==> src/wdrt_params.svh <==
// Register offsets, field positions, reset values and timing counts of the watchdog.
// Assumes inclusion by the watchdog package and module only.
`ifndef WDRT_PARAMS_SVH
`define WDRT_PARAMS_SVH

`define WDRT_CTRL_ADDR 8'hC0
`define WDRT_CTRL_RESET 8'h00
`define WDRT_PRE_MSB 7
`define WDRT_PRE_LSB 5
`define WDRT_REF1_BIT 3
`define WDRT_REF2_BIT 2
`define WDRT_STAT_BIT 1
`define WDRT_EN_BIT 0
`define WDRT_CLK_HZ 100000000
`define WDRT_BASE_MS 16
`define WDRT_CNT_WIDTH 16
`define WDRT_STEP_SHIFT 9
`define WDRT_TERM_BASE 16'h01FF
`define WDRT_UNUSED_BIT 4

`endif

==> src/wdrt_pkg.sv <==
// Types shared by the watchdog reset timer.
// Assumes the params header sits in the same folder.
`include "wdrt_params.svh"

package wdrt_pkg;

    typedef enum logic [0:0] {
        WDRT_IDLE = 1'b0,
        WDRT_ARMED = 1'b1
    } wdrt_refresh_t;

    typedef struct packed {
        logic [7:0] ctrl;
        wdrt_refresh_t refresh;
        logic [31:0] tick_cnt;
        logic [15:0] wd_cnt;
        logic sys_reset;
    } wdrt_state_t;

endpackage

==> src/wdrt_watchdog_reset_timer.sv <==
// Watchdog reset timer with one bit-addressable control register on the core's SFR port.
// Assumes a byte write port and a bit set/clear port driven by the core, both synchronous.
`timescale 1ns/10ps
`default_nettype none
`include "wdrt_params.svh"

module wdrt_watchdog_reset_timer #(
    parameter int CLK_HZ = `WDRT_CLK_HZ,
    parameter int CNT_WIDTH = `WDRT_CNT_WIDTH
) (
    input wire logic clk,
    input wire logic rst,
    input wire logic [7:0] sfr_addr,
    input wire logic sfr_wr,
    input wire logic [7:0] sfr_wdata,
    input wire logic bit_wr,
    input wire logic [2:0] bit_sel,
    input wire logic bit_val,
    output logic [7:0] sfr_rdata,
    output logic system_reset
);
    import wdrt_pkg::*;

    // ********************************
    // Elaboration checks
    // ********************************
    // Field positions and the doubling table are laid out for a 16-bit counter.
    if (CNT_WIDTH != 16) begin : g_bad_width
        $error("Counter width must be 16.");
    end
    // Below this rate a millisecond is shorter than one clock cycle.
    if (CLK_HZ < 1000) begin : g_bad_clock
        $error("Clock rate too low for the millisecond base.");
    end

    // ********************************
    // Derived timing
    // ********************************
    // The shortest timeout spans 512 counter steps, so one step is the base period over 512.
    // Longer prescale codes raise the terminal count rather than the step length, so one
    // free-running tick serves every code; a timeout may therefore come up to a tick early.
    localparam longint BASE_CYCLES = longint'(CLK_HZ) * `WDRT_BASE_MS / 1000;
    localparam longint TICK_LONG = BASE_CYCLES >> `WDRT_STEP_SHIFT;
    localparam int TICK_CYCLES = (TICK_LONG < 1) ? 1 : int'(TICK_LONG);

    // ********************************
    // Declarations
    // ********************************
    wdrt_state_t st;
    wdrt_state_t next_st;
    logic byte_hit;
    logic bit_hit;
    logic wr_hit;
    logic [7:0] bit_mask;
    logic [7:0] merged;
    logic [7:0] wr_val;
    logic ref1_rise;
    logic ref2_rise;
    logic refresh_done;
    logic tick;
    logic [15:0] terminal;
    logic timeout;

    // ********************************
    // Address decode
    // ********************************
    // A byte write wins over a bit write that arrives in the same cycle.
    always_comb begin
        byte_hit = 1'b0;
        bit_hit = 1'b0;
        if (sfr_addr != `WDRT_CTRL_ADDR) begin
            byte_hit = 1'b0;
        end else if (sfr_wr) begin
            byte_hit = 1'b1;
        end else if (bit_wr) begin
            bit_hit = 1'b1;
        end
    end

    assign wr_hit = byte_hit | bit_hit;

    // ********************************
    // Per-bit write merge
    // ********************************
    // A bit write touches only the selected bit, so the other fields keep their values.
    for (genvar b = 0; b < 8; b++) begin : g_merge
        assign bit_mask[b] = bit_hit && (bit_sel == 3'(b));
        if (b == `WDRT_UNUSED_BIT) begin : g_unused
            // The unused bit reads zero whatever is written.
            assign merged[b] = 1'b0;
        end else if (b == `WDRT_STAT_BIT) begin : g_status
            // A one written leaves the flag as it was; only a zero clears it.
            assign merged[b] = st.ctrl[b]
                & (byte_hit ? sfr_wdata[b] : (!bit_mask[b] | bit_val));
        end else begin : g_plain
            assign merged[b] = byte_hit ? sfr_wdata[b] : (bit_mask[b] ? bit_val : st.ctrl[b]);
        end
    end

    // ********************************
    // Refresh edges
    // ********************************
    // Only a rising refresh bit counts, so a bit left set cannot refresh twice.
    always_comb begin
        ref1_rise = wr_hit && merged[`WDRT_REF1_BIT] && !st.ctrl[`WDRT_REF1_BIT];
        ref2_rise = wr_hit && merged[`WDRT_REF2_BIT] && !st.ctrl[`WDRT_REF2_BIT];
    end

    // ********************************
    // Next state
    // ********************************
    always_comb begin
        next_st = st;
        next_st.sys_reset = 1'b0;
        refresh_done = 1'b0;
        wr_val = merged;
        tick = 1'b0;
        terminal = 16'h0000;
        timeout = 1'b0;

        // The first bit arms, the second completes; the second alone is ignored.
        case (st.refresh)
            WDRT_IDLE: begin
                if (ref1_rise) begin
                    next_st.refresh = WDRT_ARMED;
                end
            end
            WDRT_ARMED: begin
                if (ref2_rise && merged[`WDRT_REF1_BIT]) begin
                    refresh_done = 1'b1;
                    next_st.refresh = WDRT_IDLE;
                end else if (!merged[`WDRT_REF1_BIT]) begin
                    // Clearing the first bit by hand withdraws the armed refresh.
                    next_st.refresh = WDRT_IDLE;
                end
            end
            default: begin
                next_st.refresh = WDRT_IDLE;
            end
        endcase

        // Refresh bits act as strobes and self-clear once the pair completes.
        if (refresh_done) begin
            wr_val[`WDRT_REF1_BIT] = 1'b0;
            wr_val[`WDRT_REF2_BIT] = 1'b0;
        end
        next_st.ctrl = wr_val;

        // The step tick runs free; a refresh does not realign it.
        tick = (st.tick_cnt == 32'(TICK_CYCLES - 1));
        if (tick) begin
            next_st.tick_cnt = 32'h0000_0000;
        end else begin
            next_st.tick_cnt = st.tick_cnt + 32'h0000_0001;
        end

        // Each prescale step doubles the terminal count.
        terminal = `WDRT_TERM_BASE << st.ctrl[`WDRT_PRE_MSB:`WDRT_PRE_LSB];

        if (!next_st.ctrl[`WDRT_EN_BIT]) begin
            // Disabling also drops a half-done refresh, so a later enable starts clean.
            next_st.wd_cnt = 16'h0000;
            next_st.ctrl[`WDRT_REF1_BIT] = 1'b0;
            next_st.ctrl[`WDRT_REF2_BIT] = 1'b0;
            next_st.refresh = WDRT_IDLE;
        end else if (refresh_done) begin
            next_st.wd_cnt = 16'h0000;
        end else if (st.ctrl[`WDRT_EN_BIT] && tick) begin
            if (st.wd_cnt >= terminal) begin
                timeout = 1'b1;
                next_st.wd_cnt = 16'h0000;
            end else begin
                next_st.wd_cnt = st.wd_cnt + 16'h0001;
            end
        end

        if (timeout) begin
            next_st.sys_reset = 1'b1;
            // Setting wins over a clear written in the same cycle.
            next_st.ctrl[`WDRT_STAT_BIT] = 1'b1;
            next_st.ctrl[`WDRT_REF1_BIT] = 1'b0;
            next_st.ctrl[`WDRT_REF2_BIT] = 1'b0;
            next_st.refresh = WDRT_IDLE;
        end
    end

    // ********************************
    // State register
    // ********************************
    // External reset clears the whole register, status included; the pulse this block
    // sends out is not wired back here, so status survives it.
    always_ff @(posedge clk or posedge rst) begin
        if (rst) begin
            st <= '{ctrl: `WDRT_CTRL_RESET, refresh: WDRT_IDLE, tick_cnt: 32'h0,
                     wd_cnt: 16'h0000, sys_reset: 1'b0};
        end else begin
            st <= next_st;
        end
    end

    // ********************************
    // Outputs
    // ********************************
    assign sfr_rdata = st.ctrl;
    assign system_reset = st.sys_reset;

endmodule
`default_nettype wire

==> config.mk <==
export PLATFORM = sky130hd
export DESIGN_NAME = wdrt_watchdog_reset_timer
export DESIGN_NICKNAME = d
export VERILOG_FILES = /design/src/wdrt_pkg.sv /design/src/wdrt_watchdog_reset_timer.sv
export VERILOG_INCLUDE_DIRS = /design/src
export SDC_FILE = /design/constraint.sdc
export NUM_CORES = 1
export LEC_CHECK = 0
export ABC_AREA = 0
export BUFFER_PORTS_ARGS = -buffer_cell sky130_fd_sc_hd__buf_2
export CORE_MARGIN = 2
export CORE_UTILIZATION = 45
export CTS_BUF_LIST = sky130_fd_sc_hd__clkbuf_16
export CTS_CLUSTER_DIAMETER = 30
export DETAILED_ROUTE_END_ITERATION = 6
export PLACE_DENSITY_LB_ADDON = 0.3
export SLEW_MARGIN = 40
export SYNTH_ARGS = -nofsm -noshare
export SYNTH_HDL_FRONTEND = slang
export SYNTH_SLANG_ARGS = --single-unit
==> constraint.sdc <==
create_clock -name clk -period 4.4 [get_ports clk]
set_clock_uncertainty 0.05 [all_clocks]
set_input_delay 0 -clock clk [delete_from_list [all_inputs] [get_ports clk]]
set_output_delay 0 -clock clk [all_outputs]
set_load 0.05 [all_outputs]
==> results.py, run 1 <==
metrics = {
    "pwr": {
        "peakVddDrop_mv": 0.217,
        "swShare_pct": 22.3,
        "p_comb_share_pct": 6.1,
        "p_clk_share_pct": 51.7,
        "seq_power_share_pct": 42.2,
        "p_leak_nw": 1.81,
        "internal_power_w": 0.000980,
        "power.density_cell_area_nw_per_um2": 308,
        "p_sw_w": 0.000282,
    },
    "cts": {
        "clock-sinks": 57,
        "numCtsBuffers": 9,
        "root_buffer": "clkbuf_16",
        "clock_latency_ns": 0.32,
        "path_clk_slew_ns": 0.05,
        "cts_max_level": 3,
        "cts_hold_buf": 5,
        "cts_buffer_depth": 2,
        "cts_tree": "done",
        "post_cts_buffers": 0,
        "cts-resized-gates": 0,
    },
    "layout": {
        "n_fill_cell": 691,
        "diodes": 0,
        "drive_above_1_share_pct": 14.2,
        "final_cells": 525,
        "syn2layout_area_growth_pct": 13.5,
        "nets": 461,
    },
    "logic_synthesis": {
        "synth_top_family_by_area": "simple AND/OR/NAND/NOR gates",
        "yosys.area_share.simple_pct": 28.0,
        "syn_area_um2": 3610,
        "syn_nets": 434,
        "synth_compound_gate_area_share_pct": 12.9,
        "ys_seq_area_share_pct": 39.6,
        "ys_seq_elements": 57,
        "yosysUniqueCellTypes": 63,
        "ys.flop_type": "dfrtp_1",
        "synth_xor_area_share_pct": 7.04,
        "synth-edff-count": 0,
        "async_flop_share_pct": 100,
        "syn_area_per_cell_um2": 9.18,
        "ys.warnings.count": 0,
        "synthAdderAreaFrac_pct": 5.90,
        "netlist_instances": 393,
        "synthMuxAreaShare_pct": 0.833,
    },
    "grt": {
        "grt_max_degree": 58,
        "grt_overflow": 0,
        "grt_util_all_layers_pct": 20.8,
        "antenna_found_initial": 0,
        "grt_pass1_wl_um": 14500,
        "first_global_vias": 3195,
    },
    "timing": {
        "holdWs_ns": 0.0233,
        "fmax_mhz": 330,
        "relSlewSlack_pct": 48.9,
        "tns_ns": 0,
        "period_share_pct": 68.9,
        "finalSetupViolations": 0,
        "period_needed_ns": 3.03,
        "drv_slew": 0,
        "worst_slew_pin_slew_ns": 0.766,
        "rsz0062_at_grt": "no",
        "final-hold-violation-count": 0,
    },
    "worst_setup_path": {
        "r2r_start": "sfr_rdata[6]",
        "r2r_cells": 9,
        "crit_path_start_kind": "register",
        "endpoint_kind": "register",
        "critPathKind": "register to register",
        "crit_start": "sfr_rdata[6]",
        "required_ns": 4.56,
        "arrival_ns": 3.19,
        "cp_max_fo": 8,
    },
    "worst_hold_path": {
        "worstHoldPathType": "input pin to register",
        "hold_path.startpoint": "sfr_wdata[2]",
        "whs_path_depth": 3,
    },
    "detailed_routing": {
        "drt-vias-per-instance": 5.88,
        "num_vias": 3088,
        "wl_per_cell_um": 16.0,
        "routed-wl-met3_um": 360,
        "drtIter0Drc": 163,
        "drc": 0,
        "wirelength_um": 8410,
        "wl_met2_um": 4130,
        "wl_met1_um": 3800,
        "first_pass_iters": 4,
        "routed.top_layer": "met4",
        "detail-route-antenna-nets": 0,
    },
    "floorplan": {
        "die_w_um": 93.5,
        "dieArea_um2": 8750,
        "start_util_pct": 46.7,
        "num_io_pins": 33,
        "placeableCoreArea_um2": 7730,
        "dieHeight_um": 93.5,
        "rows": 32,
    },
    "placed_design": {
        "dp_hpwl_um": 5800,
        "io_buffers": 30,
        "dp.cells": 506,
        "routabilityCongestion": 0.873,
    },
    "job": {
        "drv_cap": 0,
    },
    "outcome": {
        "outcome": "complete, no violations",
    },
}
## final timing paths
kind,to,slack (ns)
setup / recovery,st[3],1.37
hold / removal,sfr_rdata[2],0.02
setup reg to reg,st[3],1.37
hold reg to reg,st[44],0.44
max in group asynchronous,st[41],3.44
min in group asynchronous,sfr_rdata[3],0.39
## power by group through the flow
stage          Sequential [W]  Clock [W]  Combinational [W]
2_1_floorplan        0.000539          0          0.0000552
3_5_place_dp         0.000541          0          0.0000749
6_report             0.000532   0.000652          0.0000776
5_1_grt              0.000532   0.000689          0.0000880
3_3_place_gp         0.000541          0          0.0000724
4_1_cts              0.000532   0.000665          0.0000784
## routing by layer
metal,track usage (%),vias to the layer above
met1,26.4,1501
met3,5.08,14
met5,0,-
met2,34.9,79
li1,-,1494
met4,6.37,0
## flip-flops by register name (all words and copies together), names as in the netlist
register	cells
sfr_rdata	7
system_reset	1
st	49
## cell usage after synthesis (all sizes together), types with 4 or more instances
| library cell | number | area [um2] |
|---|---|---|
| xor2 | 16 | 140 |
| nand3b | 4 | 30.0 |
| buf | 13 | 97.6 |
| nand3 | 25 | 130 |
| nand4 | 14 | 87.6 |
| inv | 21 | 78.8 |
| clkbuf | 7 | 27.5 |
| nor3 | 10 | 50.1 |
| xnor2 | 13 | 114 |
| o31ai | 5 | 37.5 |
| dfrtp | 57 | 1430 |
| nor2 | 37 | 139 |
| and3 | 10 | 62.6 |
| nor4 | 18 | 125 |
| or3 | 6 | 47.5 |
| and4 | 4 | 36.3 |
| nand2 | 30 | 115 |
| o21ai | 5 | 25.0 |
| ha | 17 | 213 |
| o21a | 7 | 52.6 |
| a21oi | 19 | 95.1 |
| a211oi | 4 | 42.5 |
## stage by stage
stage / utilization (%) / total power (W) / setup slack, ns / instance area (um2)
2_1_floorplan: - / 0.000594 / 1.73 / 3610
3_3_place_gp: 48.7 / 0.000613 / 1.38 / 3770
5_1_grt: 53.0 / 0.00131 / 1.18 / 4090
6_report: 53.0 / 0.00126 / 1.37 / 4090
4_1_cts: 53.0 / 0.00128 / 1.39 / 4090
3_5_place_dp: 48.8 / 0.000616 / 1.41 / 3770
## cells by family after synthesis
family                   after synthesis
AND/OR/NAND/NOR                      181
AO/OA/AOI/OAI                         64
flip-flops                            57
buffers and inverters                 41
XOR/XNOR                              29
adder cells (fa/ha/maj)               17
multiplexers                           3
other                                  1
## worst max-delay path, cell delays in order, from the launching register on
cell	delay (ns)
dfrtp_1	0.45
or2_2	0.34
nor2_1	0.15
ha_1	0.15
nand3_1	0.07
or3_1	0.33
or3_4	0.43
a21oi_1	0.61
nor4b_1	0.13
o21a_1	0.20
## placed cells by master (no fill, tap or decap), types with 16 or more instances in the layout
cell type  count
nand2_1       29
nor4_1        16
nand3_1       24
nor2_1        36
inv_1         20
ha_1          17
dfrtp_1       57
a21oi_1       19
xor2_1        16
buf_2         30
## cell type report
type / count / area, um2 / share of cell area, %
Multi-Input combinational cell: 295 / 1980 / 48.3
Sequential cell: 57 / 1430 / 34.9
Clock buffer: 9 / 225 / 5.50
Timing Repair Buffer: 36 / 208 / 5.07
Tap cell: 102 / 128 / 3.12
Inverter: 21 / 78.8 / 1.93
Clock inverter: 5 / 48.8 / 1.19
Note: power is estimated with default switching activity, not from simulation.
==> run 2: changes to the inputs <==
--- a/config.mk
+++ b/config.mk
@@ -6,7 +6,7 @@
 export SDC_FILE = /design/constraint.sdc
 export NUM_CORES = 1
 export LEC_CHECK = 0
-export ABC_AREA = 0
+export ABC_AREA = 1
 export BUFFER_PORTS_ARGS = -buffer_cell sky130_fd_sc_hd__buf_2
 export CORE_MARGIN = 2
 export CORE_UTILIZATION = 45
==> constraint.sdc (replaced) <==
create_clock -name clk -period 3.15 [get_ports clk]
set_clock_uncertainty 0.05 [all_clocks]
set_input_delay 0 -clock clk [delete_from_list [all_inputs] [get_ports clk]]
set_output_delay 0 -clock clk [all_outputs]
set_load 0.05 [all_outputs]
==> results.py, run 2 <==
metrics = {
    "outcome": {
        "outcome": "complete, no violations",
    },
    "cts": {
        "clock_latency_ns": 0.33,
        "root_buffer": "clkbuf_16",
        "cts_max_level": 3,
        "clock-sinks": 57,
        "cts_tree": "done",
        "numCtsBuffers": 9,
        "cts_buffer_depth": 2,
        "path_clk_slew_ns": 0.05,
    },
    "timing": {
        "period_needed_ns": 2.87,
        "drv_slew": 0,
        "holdWs_ns": 0.0129,
        "fmax_mhz": 348,
        "tns_ns": 0,
        "rsz0062_at_grt": "no",
        "period_share_pct": 91.1,
        "final-hold-violation-count": 0,
        "relSlewSlack_pct": 52.5,
        "finalSetupViolations": 0,
        "worst_slew_pin_slew_ns": 0.710,
    },
    "detailed_routing": {
        "wirelength_um": 10400,
        "drt-vias-per-instance": 5.37,
        "wl_per_cell_um": 14.3,
        "drc": 0,
        "num_vias": 3902,
        "detail-route-antenna-nets": 0,
        "drtIter0Drc": 186,
        "first_pass_iters": 5,
    },
    "worst_setup_path": {
        "crit_path_start_kind": "register",
        "critPathKind": "register to register",
        "arrival_ns": 3.03,
        "cp_max_fo": 14,
        "endpoint_kind": "register",
        "required_ns": 3.31,
        "r2r_cells": 14,
    },
    "floorplan": {
        "num_io_pins": 33,
        "placeableCoreArea_um2": 9200,
        "dieArea_um2": 10300,
        "start_util_pct": 46.3,
        "rows": 35,
        "die_w_um": 101,
        "dieHeight_um": 101,
    },
    "grt": {
        "grt_max_degree": 45,
        "grt_pass1_wl_um": 17300,
        "grt_overflow": 0,
        "first_global_vias": 3698,
        "antenna_found_initial": 0,
        "grt_util_all_layers_pct": 21.3,
    },
    "logic_synthesis": {
        "yosys.area_share.simple_pct": 38.4,
        "ys_seq_elements": 57,
        "yosysUniqueCellTypes": 37,
        "ys.flop_type": "dfrtp_1",
        "synth-edff-count": 0,
        "synth_top_area_share_pct": 33.5,
        "yosysTopAreaCell": "dfrtp_1",
        "syn_area_um2": 4260,
        "syn_area_per_cell_um2": 7.41,
        "yosysMostFrequentCell": "nand2_1",
        "syn_nets": 616,
        "synthAdderAreaFrac_pct": 4.99,
        "synthMuxAreaShare_pct": 0,
        "synth_top_family_by_area": "simple AND/OR/NAND/NOR gates",
        "synth.cells.most_frequent": "nand2_1, inv_1, nor2_1",
        "synth_area_leaders": "dfrtp_1, nand2_1, nand4_1",
        "ys.warnings.count": 0,
        "netlist_instances": 575,
        "async_flop_share_pct": 100,
        "synth_xor_area_share_pct": 7.40,
        "synth_compound_gate_area_share_pct": 3.67,
        "ys_seq_area_share_pct": 33.5,
    },
    "pwr": {
        "p_clk_share_pct": 54.9,
        "peakVddDrop_mv": 0.238,
        "internal_power_w": 0.00146,
        "p_leak_nw": 2.44,
        "power.density_cell_area_nw_per_um2": 393,
        "p_sw_w": 0.000436,
        "swShare_pct": 23.0,
        "seq_power_share_pct": 39.2,
        "p_comb_share_pct": 5.9,
    },
    "placed_design": {
        "routabilityCongestion": 0.968,
        "io_buffers": 30,
        "dp_hpwl_um": 7510,
    },
    "layout": {
        "top_register": "st",
        "drive_above_1_share_pct": 14.6,
        "syn2layout_area_growth_pct": 13.3,
        "nets": 651,
        "diodes": 0,
        "layout_common_cells": "nand2_1, inv_1, nor2_1",
        "largest_reg_flops": 49,
        "mostFrequentLayoutCell": "nand2_1",
    },
    "job": {
        "drv_cap": 0,
    },
    "worst_hold_path": {
        "whs_path_depth": 3,
        "worstHoldPathType": "input pin to register",
    },
}
## run 2: per-layer routing
layer	routed length [um]	global-route usage (%)
met1	4700	27.9
met2	4940	33.9
met3	411	4.62
met4	302	9.77
met5	0	0
## run 2: worst paths after layout
check	slack [ns]	to	start
setup / recovery	0.28	sfr_rdata[1]	sfr_rdata[6]
hold reg to reg	0.45	st[17]	st[17]
min in group asynchronous	0.24	st[27]	rst
max in group asynchronous	2.21	st[33]	rst
hold / removal	0.01	sfr_rdata[6]	bit_val
setup reg to reg	0.28	sfr_rdata[1]	sfr_rdata[6]
## run 2: cell families after synthesis
| family | after synthesis |
|---|---|
| buf+inv | 109 |
| other cells | 1 |
| flops | 57 |
| simple gates | 328 |
| compound gates | 27 |
| xor+xnor | 36 |
| fa+ha+maj | 17 |
## run 2: area by class of cell
cell class	count	area (um2)
Tap cell	111	139
Sequential cell	57	1430
Inverter	90	340
Clock buffer	9	225
Multi-Input combinational cell	409	2330
Fill cell	890	4370
Clock inverter	7	96.3
Timing Repair Buffer	43	265
## run 2: stage by stage
stage | std cells | util, % | worst slack [ns] | power, W | cell area (um2)
after CTS | 721 | 52.0 | 0.0786 | 0.00192 | 4780
after global routing | 726 | 52.5 | 0.00390 | 0.00197 | 4820
after detailed placement | 698 | 47.7 | 0.617 | 0.000862 | 4390
after floorplan | 575 | - | 1.15 | 0.000840 | 4260
after global placement | 698 | 47.7 | 0.675 | 0.000859 | 4380
final | 726 | 52.5 | 0.280 | 0.00190 | 4820
## run 2: what timing repair did
action / 4_1_cts / 5_1_grt
endpoints found under the setup margin: 0 / 1
gates resized for setup: 0 / 2
setup buffers: 0 / 5
hold endpoints to repair: 47 / 0
hold buffers: 7 / 0
## run 2: worst max-delay path, cell delays in order (launching register included)
cell           delay (ns)
dfrtp_1              0.41
nand2_1              0.12
nor2_1               0.18
inv_1                0.07
ha_1                 0.28
nand2_1              0.07
inv_1                0.04
o21ai_0              0.06
nand2_1              0.08
nor2_1               0.19
nand3_4              0.21
nand2_1              0.18
nand3b_1             0.15
o21ai_1              0.09
dlygate4sd3_1        0.56
## run 2: power by group through the flow
stage          combinational [W]  sequential (W)  clock (W)
2_1_floorplan          0.0000859        0.000754          0
3_3_place_gp            0.000103        0.000756          0
3_5_place_dp            0.000106        0.000756          0
4_1_cts                 0.000113        0.000743    0.00106
5_1_grt                 0.000126        0.000744    0.00110
6_report                0.000112        0.000743    0.00104
==> run 3: changes to the inputs <==
--- a/config.mk
+++ b/config.mk
@@ -8,6 +8,7 @@
 export LEC_CHECK = 0
 export ABC_AREA = 1
 export BUFFER_PORTS_ARGS = -buffer_cell sky130_fd_sc_hd__buf_2
+export CAP_MARGIN = 10
 export CORE_MARGIN = 2
 export CORE_UTILIZATION = 45
 export CTS_BUF_LIST = sky130_fd_sc_hd__clkbuf_16
==> constraint.sdc (replaced) <==
create_clock -name clk -period 2.89 [get_ports clk]
set_clock_uncertainty 0.05 [all_clocks]
set_input_delay 0 -clock clk [delete_from_list [all_inputs] [get_ports clk]]
set_output_delay 0 -clock clk [all_outputs]
set_load 0.05 [all_outputs]
==> results.py, run 3 (synthesis results as in run 2) <==
metrics = {
    "grt": {
        "grt_overflow": 0,
        "grt_pass1_wl_um": 17600,
        "grt_max_degree": 39,
        "first_global_vias": 3692,
        "grt_util_all_layers_pct": 21.7,
        "antenna_found_initial": 0,
    },
    "floorplan": {
        "die_w_um": 101,
        "num_io_pins": 33,
        "dieArea_um2": 10300,
        "placeableCoreArea_um2": 9200,
        "start_util_pct": 46.3,
        "rows": 35,
        "dieHeight_um": 101,
    },
    "worst_setup_path": {
        "crit_start": "sfr_rdata[7]",
        "cpPeakStageDelay_ns": 0.43,
        "required_ns": 3.10,
        "cp_max_fo": 12,
        "crit_top_cell": "nor2_1",
        "endpoint_kind": "register",
        "path_cells": "nor2_1 > inv_1 > nor2_1 > ha_1 > nand4_1 > nor2_1 > nand3_1 > nand3_2 > buf_4 > nor2_1 > nand4_1 > nand2_1",
        "cp_slowest_cell": "dfrtp_1",
        "arrival_ns": 2.68,
        "r2r_cells": 12,
        "crit_path_start_kind": "register",
        "critPathKind": "register to register",
        "rrSetupSlack_ns": 0.42,
        "r2r_start": "sfr_rdata[7]",
        "crit_path_end": "st[3]",
        "reg2reg_to": "st[3]",
    },
    "cts": {
        "clock-sinks": 57,
        "post_cts_buffers": 0,
        "root_buffer": "clkbuf_16",
        "numCtsBuffers": 9,
        "cts-resized-gates": 0,
        "cts_max_level": 3,
        "path_clk_slew_ns": 0.05,
        "cts_buffer_depth": 2,
        "cts_tree": "done",
        "cts_hold_buf": 7,
        "clock_latency_ns": 0.33,
    },
    "placed_design": {
        "io_buffers": 30,
        "dp_hpwl_um": 7580,
        "dp.cells": 699,
        "routabilityCongestion": 0.930,
    },
    "outcome": {
        "outcome": "complete, no violations",
    },
    "timing": {
        "final-hold-violation-count": 0,
        "finalSetupViolations": 0,
        "period_share_pct": 85.4,
        "period_needed_ns": 2.47,
        "relSlewSlack_pct": 54.2,
        "rsz0062_at_grt": "no",
        "drv_slew": 0,
        "tns_ns": 0,
        "fmax_mhz": 405,
        "worst_slew_pin_slew_ns": 0.684,
        "holdWs_ns": 0.00802,
    },
    "job": {
        "drv_cap": 0,
    },
    "detailed_routing": {
        "first_pass_iters": 5,
        "wl_per_cell_um": 14.1,
        "wirelength_um": 10200,
        "drc": 0,
        "drtIter0Drc": 221,
        "drt-vias-per-instance": 5.35,
        "detail-route-antenna-nets": 0,
        "num_vias": 3860,
    },
    "layout": {
        "top_register": "st",
        "nets": 647,
        "mostFrequentLayoutCell": "nand2_1",
        "syn2layout_area_growth_pct": 10.7,
        "largest_reg_flops": 49,
        "drive_above_1_share_pct": 13.4,
        "final_cells": 721,
        "diodes": 0,
        "layout_common_cells": "nand2_1, inv_1, nor2_1",
    },
    "worst_hold_path": {
        "worstHoldPathType": "input pin to register",
    },
    "pwr": {
        "p_leak_nw": 2.40,
        "peakVddDrop_mv": 0.273,
        "power.density_cell_area_nw_per_um2": 392,
    },
}
==> run 3: worst max-delay path: cells and delay by family, from the launching register on <==
kind / cells / cell delay, ns
AND/OR/NAND/NOR: 9 / 1.27
flip-flops: 1 / 0.43
buffers and inverters: 2 / 0.37
adder cells (fa/ha/maj): 1 / 0.27
==> run 3: how the worst min path moves through the flow <==
stage / slack (ns) / depth (start not counted) / startpoint / endpoint
final: 0.008 / 3 / bit_val / sfr_rdata[1]
after CTS: 0.0005 / 3 / bit_val / sfr_rdata[1]
after detailed placement: -0.007 / 2 / rst / st[45]
after global routing: 0.02 / 3 / bit_val / sfr_rdata[1]
after global placement: -0.01 / 2 / rst / st[45]
after floorplan: 0.1 / 2 / sfr_wdata[6] / sfr_rdata[6]
==> run 3: area by class of cell <==
class,instances,area (um2)
Fill cell,900,4480
Multi-Input combinational cell,409,2320
Sequential cell,57,1430
Inverter,90,338
Timing Repair Buffer,39,235
Clock buffer,9,225
Tap cell,111,139
Clock inverter,6,26.3
==> run 3: layer usage <==
layer | share of wire (%) | GRT usage [%] | up-vias
li1 | - | - | 1955
met1 | 46 | 29.1 | 1791
met2 | 48 | 35.6 | 97
met3 | 4.1 | 3.11 | 17
met4 | 1.8 | 8.21 | 0
met5 | 0 | 0 | -
==> run 3: per-stage QoR <==
stage	cell area, um2	total power, W	setup slack, ns	utilization [%]
after floorplan	4260	0.000915	0.895	-
after global placement	4390	0.000935	0.517	47.8
after detailed placement	4390	0.000939	0.466	47.8
after CTS	4710	0.00187	0.421	51.3
after global routing	4710	0.00192	0.146	51.3
final	4710	0.00185	0.421	51.3
==> run 3: report_power, final <==
part | internal (W) | leakage, nW | switching (W)
clock network | 0.000559 | 0.127 | 0.000357
registers | 0.000805 | 0.772 | 0.00000556
logic | 0.0000347 | 1.50 | 0.0000873
